`config.mk`:
```
export PLATFORM = sky130hd
export DESIGN_NAME = qsr_controller
export DESIGN_NICKNAME = d
export VERILOG_FILES = /design/src/verilog/qsr_pkg.sv /design/src/verilog/qsr_controller.sv
export SDC_FILE = /design/constraint.sdc
export NUM_CORES = 1
export LEC_CHECK = 0
export ABC_CLOCK_PERIOD_IN_PS = 8900
export BUFFER_PORTS_ARGS = -buffer_cell sky130_fd_sc_hd__buf_2
export CAP_MARGIN = 10
export CORE_MARGIN = 5
export CORE_UTILIZATION = 45
export CTS_BUF_LIST = sky130_fd_sc_hd__clkbuf_8
export DETAILED_ROUTE_END_ITERATION = 7
export PLACE_DENSITY = 0.71
export SYNTH_ARGS = -nofsm -noshare
export SYNTH_HDL_FRONTEND = slang
export SYNTH_SLANG_ARGS = --single-unit
```
`constraint.sdc`:
```
create_clock -name clk -period 8.9 [get_ports clk]
set_clock_uncertainty 0.05 [all_clocks]
set_input_delay 0.445 -clock clk [delete_from_list [all_inputs] [get_ports clk]]
set_output_delay 0.445 -clock clk [all_outputs]
set_load 0.01 [all_outputs]
```
`src/verilog/qsr_pkg.sv`:
```
package qsr_pkg;

  // serial bus pin arrangements
  localparam logic [1:0] QSR_PINS_3 = 2'h0;
  localparam logic [1:0] QSR_PINS_4 = 2'h1;
  localparam logic [1:0] QSR_PINS_6 = 2'h2;

  // read widths
  localparam logic [1:0] QSR_RD_SINGLE = 2'h0;
  localparam logic [1:0] QSR_RD_DUAL   = 2'h1;
  localparam logic [1:0] QSR_RD_QUAD   = 2'h2;

  // field widths
  localparam int QSR_DIV_W  = 8;
  localparam int QSR_LEN_W  = 7;
  localparam int QSR_CNT_W  = 12;
  localparam int QSR_WORD_W = 128;

  // timing
  localparam int QSR_CLK_NS       = 40;
  localparam int QSR_SCLK_MIN_NS  = 25;
  localparam int QSR_SYNC_HALF    = 2;
  localparam int QSR_NS_HALF      =
    (QSR_SCLK_MIN_NS + 2 * QSR_CLK_NS - 1) / (2 * QSR_CLK_NS);
  localparam int QSR_HALF_MIN     =
    (QSR_NS_HALF > QSR_SYNC_HALF) ? QSR_NS_HALF : QSR_SYNC_HALF;
  localparam int QSR_CS_LAG_PER   = 2;

  // memory-mapped read frame
  localparam int QSR_MEM_CMD_BITS  = 32;
  localparam int QSR_MEM_WORD_BITS = 32;
  localparam int QSR_ADDR_W        = 24;
  localparam int QSR_OPC_W         = 8;

  // reset values
  localparam logic [QSR_WORD_W-1:0] QSR_RX_RST = 128'h0;
  localparam logic [3:0]            QSR_D_RST  = 4'h0;

  typedef enum logic [3:0] {
    QSR_ST_IDLE = 4'h1,
    QSR_ST_LEAD = 4'h2,
    QSR_ST_XFER = 4'h4,
    QSR_ST_LAG  = 4'h8
  } qsr_state_t;

endpackage
```
`src/verilog/qsr_controller.sv`:
```
`timescale 1ns/1ps
// Summary of operation
// always the bus controller: drives serial clock and chip select
// reads use one, two or four data lines
// memory-mapped read request becomes a serial read automatically
// word length programmable from 1 to 128 bits
// words per frame programmable from 1 to 4096
// serial bus runs as a 3-, 4- or 6-pin interface
// optional interrupt on word or on frame completion
// 0 to 3 clock delay between chip select and first data
// clock mode 0: clock idles low, phase 0
// read data sampled at falling serial clock edges
// target launches read data at falling edges
// chip select asserted delay-plus-one periods before first falling edge
// chip select released two periods after final falling edge
// data line 0 changes in step with falling edges
// first data transition one period ahead of first falling edge; for delay 0 the code drives it one clock after chip select instead
// serial clock period never below 25 ns
// frame ends after last word; chip select off, clock held low
// integer clock divider, changes applied only between frames
module qsr_controller
  import qsr_pkg::*;
#(
  parameter int DIV_W = QSR_DIV_W,
  parameter int LEN_W = QSR_LEN_W,
  parameter int CNT_W = QSR_CNT_W
) (
  input  wire logic                  clk,
  input  wire logic                  arst_n,
  input  wire logic                  ce,
  input  wire logic [DIV_W-1:0]      serialClockConfig,
  input  wire logic [1:0]            csLeadDelayField,
  input  wire logic [1:0]            pinMode,
  input  wire logic [1:0]            readWidth,
  input  wire logic [LEN_W-1:0]      wordLenM1,
  input  wire logic [CNT_W-1:0]      wordCntM1,
  input  wire logic                  cmdEnable,
  input  wire logic [QSR_OPC_W-1:0]  cmdOpcode,
  input  wire logic [QSR_ADDR_W-1:0] cmdAddr,
  input  wire logic                  irqEnable,
  input  wire logic                  irqOnFrame,
  input  wire logic                  swStart,
  output logic                       busy,
  output logic [QSR_WORD_W-1:0]      rxData,
  output logic                       rxValid,
  input  wire logic                  memReq,
  input  wire logic [QSR_ADDR_W-1:0] memAddr,
  output logic [31:0]                memRdata,
  output logic                       memAck,
  output logic                       irq,
  output logic                       sclk,
  output logic                       csN,
  output logic [3:0]                 dOut,
  output logic [3:0]                 dOe,
  input  wire logic [3:0]            dIn
);

  qsr_state_t                state_r;
  logic [DIV_W:0]            halfLen_r;
  logic [DIV_W:0]            divCnt_r;
  logic [3:0]                halfCnt_r;
  logic [1:0]                lead_r;
  logic [1:0]                pins_r;
  logic [2:0]                lines_r;
  logic [LEN_W:0]            len_r;
  logic [LEN_W:0]            bitsLeft_r;
  logic [CNT_W-1:0]          wordsLeft_r;
  logic [5:0]                cmdLeft_r;
  logic [31:0]               cmdSh_r;
  logic                      fromMem_r;
  logic                      frameIrq_r;
  logic [QSR_WORD_W-1:0]     rxSh_r;
  logic [QSR_WORD_W-1:0]     rxData_r;
  logic                      rxValid_r;
  logic                      memAck_r;
  logic                      irq_r;
  logic                      sclk_r;
  logic                      csN_r;
  logic [3:0]                dOut_r;
  logic [3:0]                dOe_r;
  logic [3:0]                dMeta_r;
  logic [3:0]                dSync_r;

  // selection and decode
  wire             idle      = (state_r == QSR_ST_IDLE);
  wire             memGo     = idle && memReq && !memAck_r;
  wire             swGo      = idle && swStart && !memGo;
  wire             go        = memGo || swGo;
  wire             tick      = !idle && (divCnt_r == '0);
  wire [DIV_W:0]   divPlus   = {1'b0, serialClockConfig} + 1'b1;
  wire [DIV_W:0]   halfMin   = (DIV_W+1)'(QSR_HALF_MIN);
  wire [DIV_W:0]   halfSel   = (divPlus < halfMin) ? halfMin : divPlus;
  wire [3:0]       nextHalf  = halfCnt_r + 4'h1;
  wire [3:0]       leadHalfs = {1'b0, lead_r, 1'b0} + 4'h2;  // 2*M R12
  wire [3:0]       lagHalfs  = 4'(2 * QSR_CS_LAG_PER);
  wire             fall      = tick && (state_r == QSR_ST_XFER) && sclk_r;
  wire             cmdPhase  = (cmdLeft_r != '0);
  wire             lastCmd   = (cmdLeft_r == 6'h1);
  wire [2:0]       take      =
    ({1'b0, bitsLeft_r} < (LEN_W+1)'(lines_r)) ? bitsLeft_r[2:0] : lines_r;
  wire [LEN_W:0]   bitsNext  = bitsLeft_r - (LEN_W+1)'(take);
  wire             wordEnd   = fall && !cmdPhase && (bitsNext == '0);
  wire             frameEnd  = wordEnd && (wordsLeft_r == '0);

  // effective line count: pin arrangement limits the width
  wire [2:0] linesSel =
    (pinMode == QSR_PINS_6 && readWidth == QSR_RD_QUAD) ? 3'h4 :
    (pinMode != QSR_PINS_3 && readWidth != QSR_RD_SINGLE) ? 3'h2 :
    3'h1;

  // read-phase enables: line 0 turns around only in 3-pin mode or when
  // it carries data; 6-pin single holds lines 2 and 3 high as controls
  wire [3:0] rdOe =
    (pins_r == QSR_PINS_3) ? 4'h0 :
    (pins_r == QSR_PINS_4) ? ((lines_r == 3'h1) ? 4'h1 : 4'h0) :
    (lines_r == 3'h4) ? 4'h0 :
    (lines_r == 3'h2) ? 4'hc : 4'hd;
  wire [3:0] rdOut = (pins_r == QSR_PINS_6) ? 4'hc : 4'h0;
  wire [3:0] cmdOe = (pins_r == QSR_PINS_6) ? 4'hd : 4'h1;
  wire [3:0] cmdOut = {rdOut[3:2], 1'b0, cmdSh_r[31]};
  wire [3:0] firstOe  = cmdPhase ? cmdOe : rdOe;
  wire [3:0] firstOut = cmdPhase ? cmdOut : rdOut;

  // capture up to four bits per edge, highest line first
  function automatic logic [QSR_WORD_W-1:0] shiftIn(
    input logic [QSR_WORD_W-1:0] s,
    input logic [3:0]            d,
    input logic [2:0]            lines,
    input logic [2:0]            n
  );
    logic [QSR_WORD_W-1:0] r;
    int                    idx;
    r = s;
    for (int i = 0; i < 4; i++) begin
      idx = int'(lines) - 1 - i;
      if (i < int'(n) && idx >= 0)
        r = {r[QSR_WORD_W-2:0], d[idx[1:0]]};
    end
    return r;
  endfunction

  // single-line reads arrive on line 1 unless line 0 is turned around
  wire [3:0] dRd = (lines_r == 3'h1 && pins_r != QSR_PINS_3) ?
                   {3'h0, dSync_r[1]} : dSync_r;

  wire [QSR_WORD_W-1:0] rxShNext = shiftIn(rxSh_r, dRd, lines_r, take);

  // pin synchroniser
  always_ff @(posedge clk or negedge arst_n) begin
    if (!arst_n) begin
      dMeta_r <= QSR_D_RST;
      dSync_r <= QSR_D_RST;
    end else if (ce) begin
      dMeta_r <= dIn;
      dSync_r <= dMeta_r;
    end
  end

  // divider; reload value latched only while idle
  always_ff @(posedge clk or negedge arst_n) begin
    if (!arst_n) begin
      halfLen_r <= (DIV_W+1)'(QSR_HALF_MIN);
      divCnt_r  <= '0;
    end else if (ce) begin
      if (idle)
        halfLen_r <= halfSel;
      if (idle || tick)
        divCnt_r <= (idle ? halfSel : halfLen_r) - 1'b1;
      else
        divCnt_r <= divCnt_r - 1'b1;
    end
  end

  // frame configuration, latched at start
  always_ff @(posedge clk or negedge arst_n) begin
    if (!arst_n) begin
      lead_r     <= 2'h0;
      pins_r     <= QSR_PINS_3;
      lines_r    <= 3'h1;
      len_r      <= '0;
      fromMem_r  <= 1'b0;
      frameIrq_r <= 1'b0;
    end else if (ce && go) begin
      lead_r     <= csLeadDelayField;
      pins_r     <= pinMode;
      lines_r    <= memGo ? 3'h1 : linesSel;
      len_r      <= memGo ? (LEN_W+1)'(QSR_MEM_WORD_BITS)
                          : {1'b0, wordLenM1} + 1'b1;
      fromMem_r  <= memGo;
      frameIrq_r <= irqOnFrame;
    end
  end

  // frame sequencer
  always_ff @(posedge clk or negedge arst_n) begin
    if (!arst_n) begin
      state_r     <= QSR_ST_IDLE;
      halfCnt_r   <= 4'h0;
      sclk_r      <= 1'b0;
      csN_r       <= 1'b1;
      cmdLeft_r   <= 6'h0;
      cmdSh_r     <= 32'h0;
      bitsLeft_r  <= '0;
      wordsLeft_r <= '0;
    end else if (ce) begin
      unique case (state_r)
        QSR_ST_IDLE: begin
          sclk_r    <= 1'b0;
          halfCnt_r <= 4'h0;
          if (go) begin
            state_r     <= QSR_ST_LEAD;
            csN_r       <= 1'b0;
            cmdLeft_r   <= (memGo || cmdEnable) ?
                           6'(QSR_MEM_CMD_BITS) : 6'h0;
            cmdSh_r     <= memGo ? {cmdOpcode, memAddr}
                                 : {cmdOpcode, cmdAddr};
            bitsLeft_r  <= memGo ? (LEN_W+1)'(QSR_MEM_WORD_BITS)
                                 : {1'b0, wordLenM1} + 1'b1;
            wordsLeft_r <= memGo ? '0 : wordCntM1;
          end
        end
        QSR_ST_LEAD: if (tick) begin
          halfCnt_r <= nextHalf;
          if (nextHalf == leadHalfs - 4'h1) begin
            sclk_r    <= 1'b1;
            state_r   <= QSR_ST_XFER;
          end
        end
        QSR_ST_XFER: if (tick) begin
          sclk_r <= !sclk_r && !frameEnd;
          if (fall && cmdPhase) begin
            cmdLeft_r <= cmdLeft_r - 6'h1;
            cmdSh_r   <= {cmdSh_r[30:0], 1'b0};
          end else if (fall) begin
            bitsLeft_r <= (bitsNext == '0) ? len_r : bitsNext;
            if (wordEnd && !frameEnd)
              wordsLeft_r <= wordsLeft_r - 1'b1;
          end
          if (frameEnd) begin
            state_r   <= QSR_ST_LAG;
            halfCnt_r <= 4'h0;
          end
        end
        QSR_ST_LAG: if (tick) begin
          halfCnt_r <= nextHalf;
          if (nextHalf == lagHalfs) begin
            csN_r   <= 1'b1;
            state_r <= QSR_ST_IDLE;
          end
        end
        default: state_r <= QSR_ST_IDLE;
      endcase
    end
  end

  // data line drive: first value one period before the first falling
  // edge (for delay 0, one clock after chip select, one clock short of
  // a period), later values only on falling edges
  wire firstDrive = (state_r == QSR_ST_LEAD) &&
                    ((tick && nextHalf == leadHalfs - 4'h2) ||
                     (halfCnt_r == 4'h0 && lead_r == 2'h0 &&
                      !dOe_r[0] && dOe_r == 4'h0 && !tick));

  always_ff @(posedge clk or negedge arst_n) begin
    if (!arst_n) begin
      dOut_r <= QSR_D_RST;
      dOe_r  <= QSR_D_RST;
    end else if (ce) begin
      if (idle) begin
        dOut_r <= QSR_D_RST;
        dOe_r  <= QSR_D_RST;
      end else if (firstDrive) begin
        dOut_r <= firstOut;
        dOe_r  <= firstOe;
      end else if (fall && cmdPhase) begin
        dOut_r <= lastCmd ? rdOut : {cmdOut[3:1], cmdSh_r[30]};
        dOe_r  <= lastCmd ? rdOe : cmdOe;
      end
    end
  end

  // read capture on falling edges; the target launched on the previous
  // fall, and the synchroniser delay is covered by the two-cycle minimum
  // half period
  always_ff @(posedge clk or negedge arst_n) begin
    if (!arst_n) begin
      rxSh_r    <= QSR_RX_RST;
      rxData_r  <= QSR_RX_RST;
      rxValid_r <= 1'b0;
      memAck_r  <= 1'b0;
      irq_r     <= 1'b0;
    end else if (ce) begin
      rxValid_r <= 1'b0;
      memAck_r  <= 1'b0;
      irq_r     <= 1'b0;
      if (go)
        rxSh_r <= QSR_RX_RST;
      else if (fall && !cmdPhase)
        rxSh_r <= wordEnd ? QSR_RX_RST : rxShNext;
      if (wordEnd) begin
        rxData_r  <= rxShNext;
        rxValid_r <= !fromMem_r;
        irq_r     <= irqEnable && !fromMem_r && !frameIrq_r;
      end
      if ((state_r == QSR_ST_LAG) && tick && nextHalf == lagHalfs) begin
        memAck_r <= fromMem_r;
        irq_r    <= irqEnable && !fromMem_r && frameIrq_r;
      end
    end
  end

  assign busy     = !idle;
  assign rxData   = rxData_r;
  assign rxValid  = rxValid_r;
  assign memRdata = rxData_r[31:0];
  assign memAck   = memAck_r;
  assign irq      = irq_r;
  assign sclk     = sclk_r;
  assign csN      = csN_r;
  assign dOut     = dOut_r;
  assign dOe      = dOe_r;

endmodule

```
# Yosys cells after proc, flatten, opt, wreduce, memory -nomap -nowiden
# Index checks and enable logic that the tools add are counted.
# op_classes
addsub	15
magnitude_cmp	14
eq_ne	27
n_mux	88
n_reduce_logical	74
# op_table
op	count
2-to-1 mux 128 bit	7
2-to-1 mux 32 bit	3
2-to-1 mux 4 bit	24
2-to-1 mux 12 bit	6
greater-or-equal comparator 32 x 1 -> 1 bit, second input constant	2
one-hot mux 32 bit (2 select lines)	1
2-to-1 mux 8 bit	6
logical AND 1 bit	32
2-to-1 mux 9 bit	3
2-to-1 mux 24 bit	1
2-to-1 mux 6 bit	4
one-hot mux 12 bit (2 select lines)	1
AND reduction 5 bit	4
subtractor 9 x 1 -> 9 bit, second input constant	2
2-to-1 mux 1 bit	16
!= test 2 bit, second input constant	8
one-hot mux 4 bit (4 select lines)	1
one-hot mux 8 bit (2 select lines)	1
logical NOT 12 bit	1
< comparator 2 x 3 -> 1 bit, second input constant	4
one-hot mux 4 bit (3 select lines)	1
one-hot mux 6 bit (2 select lines)	1
nonzero test 2 bit	6
subtractor 12 x 1 -> 12 bit, second input constant	1
other kinds (47)	82
# word_totals
register_bits	378
inputBits	101
output_inout_bits	174

# Depth between registers and ports, before layout
# depth
ltp_word	15
depth_mapped	19

# Worst setup path after synthesis
# OpenSTA, ideal clock, no wires.
# synth_timing
kind	reg2reg
startpoint	reg lines_r[1]
endpoint	reg rxData_r[101], in the netlist rxData[101]
setup_ns	0.125
t_arrival_ns	4.385
setup_slack_ns	4.340
stages_incl_launch_ff	19
synth_period_minus_slack_ns	4.560
cell_sequence	dfrtp_1 inv_1 ha_1 or3b_2 a211oi_4 nand2_1 o21ai_0 ha_1 inv_1 ha_1 o31a_1 or4_1 a32o_1 nor4_2 and3_1 buf_2 buf_6 buf_6 mux2_2
# synth_between
elab_chain_cells	8
# synth_rtl
item	line	text
from (decl)	qsr_controller.sv:64	logic [2:0] lines_r;
from (signal assigned)	qsr_controller.sv:186	lines_r <= memGo ? 3'h1 : linesSel;
branches (longest 8 deep; another with greater-or-equal comparator 32 x 1 -> 1 bit)	-	
to (signal assigned)	qsr_controller.sv:301	rxData_r <= rxShNext;
to (decl)	qsr_controller.sv:73	logic [QSR_WORD_W-1:0] rxData_r;
# Parallel ways; which one is timed is not known.
# A chain may end at the register's enable or synchronous reset.

# Worst setup path in the final report
# layout_timing
startpoint	reg lines_r[1]
endpoint	reg rxSh_r[98]
# layout_between
elab_chain_cells	11
# layout_rtl
item	line	text
branches (longest 8 deep; another with greater-or-equal comparator 32 x 1 -> 1 bit)	-	
2-to-1 mux 128 bit (*)	qsr_controller.sv:299	rxSh_r <= wordEnd ? QSR_RX_RST : rxShNext;
2-to-1 mux 128 bit (*)	qsr_controller.sv:298	else if (fall && !cmdPhase)
2-to-1 mux 128 bit (*)	qsr_controller.sv:296	if (go)
to (signal assigned)	qsr_controller.sv:299	
to (decl)	qsr_controller.sv:72	logic [QSR_WORD_W-1:0] rxSh_r;
# Every way passes the cells marked *. The select of a mux whose other input is x is not followed.

==> metrics.cfg <==
[grt]
grt_pass1_vias=21500
gr-usage-met3_pct=6.58
busiest_layer=met2
met1_usage_pct=31.8
gr-usage-met2_pct=37.1
grt_pass1_wl_um=113000
antenna_found_initial=3
grt_start_max_net_pins=104
grt_usage_pct=23.9
grt_overflow=0

[logic_synthesis]
synth_area_leaders=dfrtp_1 40%, mux2_2 6.8%, a22o_1 5.0%, nand2_1 4.8%, o21ai_0 4.5%
syn_inst=2614
yosysWarnings=0
synth-seq-cells=374
synth_ff_type=dfrtp_1
syn_area_per_cell_um2=8.83
syn_area_um2=23100
synth-edff-count=0
synth_top_area_share_pct=40.1
yosysSeqAreaShare_pct=40.6
synthDistinctLibCells=81
async_reset_ff_share_pct=100
synth_top_area_cell=dfrtp_1

[timing]
min_period_over_period_pct=68.9
slew_violations=0
min_period_ps=6130
rsz0062_at_grt=no
hold_slack_ps=59.3
setup_violations=0
tns_ps=0
fmaxAchievable_mhz=163
fin_ws_ps=2770
relSlewSlack_pct=15.7
finalHoldViolCount=0
worstMarginPinSlew_ps=1260

[power_and_ir_drop]
max-vdd-ir-drop_mv=0.213
seq_power_share_pct=23.3
clock_power_share_pct=19.1
switchingPower_mw=4.72
p_sw_share_pct=51.2
combinationalPowerShare_pct=57.7
p_int_mw=4.49
leakagePower_nw=12.1
finalPower_mw=9.21
p_per_area_nw_per_um2=352

[place]
dp_slack_ps=2940
placed_cell_area_um2=24500
dp_hpwl_um=43700
io_buffer_count=272
gp_congestion=0.902
dp_cells=3329

[final_layout]
final_util_pct=51.2
final_cell_mix=370 x dfrtp_1, 295 x nand2_1, 271 x buf_2
drive_above_1_share_pct=21.3
regArea_um2=9360
instances_no_fill=3469
area_growth_pct=13.3
fin_nets=2864
fillCellCount=4736
post-route-cell-area_um2=26200
layout_commonest_cell=dfrtp_1
multi_input_area_um2=12300

[critical_path]
r2r_start=lines_r[1]
r2r_end=rxSh_r[98]
path_class=flip-flop to flip-flop
rrSetupSlack_ps=2770
r2r_cells=19
endpoint_kind=flip-flop
worstPathArrival_ps=6610
crit_fanout=64
cp.required_ps=9380
startpoint_type=flip-flop

[clock_tree]
clock-sinks=374
cts_inserted_buffers=69
clk_pin_slew_ps=60
clock_latency_ps=650
htreeDepth=3
cts_buffer_depth=3
cts_tree=built
post_cts_buffers=0
root_buffer=clkbuf_8

[drt]
drt_pass1_iterations=8
drt_wl_total_um=70800
drtAntennaViolNets=0
vias_per_cell=6.37
drc=1
routedWlPerCell_um=20.4
vias=22100
drtIter0Drc=3091

[worst_hold_path]
min_path_cells=3
whs_endpoint=pins_r[1]
min-delay-start=pinMode[1]
min_path_type=input port to flip-flop

[floorplanning]
die_h_um=236
die_w_um=236
std_cell_rows=83
ios=275
core_area_um2=51100
dieArea_um2=55900
initial_core_util_pct=45.2

[status]
violations=DRC
outcome=finished, violations left

[job]
maxCapViolCount=0

-- kinds of logic after synthesis --
kind of cell	Yosys count	share of synthesized area (%)
adder cells (fa/ha/maj)	22	1.19
AO/OA/AOI/OAI	878	27.1
buffers and inverters	368	7.00
other	1	0.0162
XOR/XNOR	26	1.11
multiplexers	167	8.02
AND/OR/NAND/NOR	778	15.0
flip-flops	374	40.6
-- state kept, by name (all words and copies together), names as in the netlist, 2 cells and up --
signal	flops
dSync_r	4
rxData	128
dOut	2
halfCnt_r	4
rxSh_r	128
halfLen_r	9
bitsLeft_r	8
len_r	8
dMeta_r	4
state_r	4
divCnt_r	9
cmdSh_r	32
lines_r	3
lead_r	2
wordsLeft_r	12
cmdLeft_r	6
pins_r	2
dOe	2
-- layer usage --
layer  vias to the layer above  wire [um]
li1                       9990          -
met1                     10500      28700
met2                      1359      32100
met3                       255       7400
met4                         6       2570
met5                         -         30
-- synthesized netlist by cell type, types with 5 or more instances --
library cell and number:
o22a_1 6, nor2_1 204, nand2_1 295, nor2b_1 8
mux2_2 140, dfrtp_1 370, a211oi_1 17, ha_1 22
nand2b_1 9, o21a_1 5, xor2_1 6, and2_1 8
buf_2 31, mux2i_1 26, a221o_1 57, a32oi_1 109
a22o_1 132, nand4_1 17, nor4_1 10, o22ai_1 12
a31oi_1 24, o31ai_1 24, o2111ai_1 8, or3_1 9
buf_1 10, xnor2_1 18, or2_2 5, buf_4 44
o211ai_1 13, o221ai_1 56, a22oi_1 6, inv_1 88
clkbuf_1 191, nor3_1 82, o21ai_0 207, nand3_1 93
and3_1 11, a311oi_1 5, a21oi_1 158
-- what timing repair did --
action	4_1_cts	5_1_grt
hold buffers	21	0
resized for setup	0	0
endpoints found under the hold margin	119	0
-- critical path: stages, from the launching register on --
cell and delay, ps:
dfrtp_1 480, inv_1 190, ha_1 280, or3b_2 550
a211oi_4 440, nand2_1 90, o21ai_0 110, ha_1 240
inv_1 60, ha_1 230, o31a_1 290, or4_1 400
a32o_1 260, nor4_2 240, buf_4 210, and2_1 580
nor2_4 70, buf_4 350, buf_4 480, a22o_1 280
-- final cells by class --
class,instances,share of cell area [%]
Tap cell,680,3.25
Timing Repair Buffer,335,7.25
Antenna cell,2,0.0191
Sequential cell,374,35.8
Inverter,88,1.26
Multi-Input combinational cell,1873,46.9
Clock buffer,89,4.68
Clock inverter,28,0.880
-- worst max-delay path by stage --
stage / startpoint / to / slack [ps] / depth (start not counted)
global placement: lines_r[1] / rxSh_r[71] / 3090 / 19
detailed placement: lines_r[1] / rxSh_r[107] / 2940 / 19
CTS: lines_r[1] / rxSh_r[111] / 2880 / 19
floorplan: lines_r[1] / rxData[101] / 4340 / 18
finish: lines_r[1] / rxSh_r[98] / 2770 / 19
global route: lines_r[2] / rxSh_r[109] / 2420 / 19
-- power by group through the flow --
stage / logic, mW / registers, mW / clock network, mW
2_1_floorplan: 3.84 / 2.07 / 0
3_3_place_gp: 5.02 / 2.15 / 0
3_5_place_dp: 5.11 / 2.16 / 0
4_1_cts: 5.15 / 2.14 / 1.81
5_1_grt: 5.75 / 2.17 / 1.88
6_report: 5.31 / 2.14 / 1.76
Power figures use the tool's default switching activity.
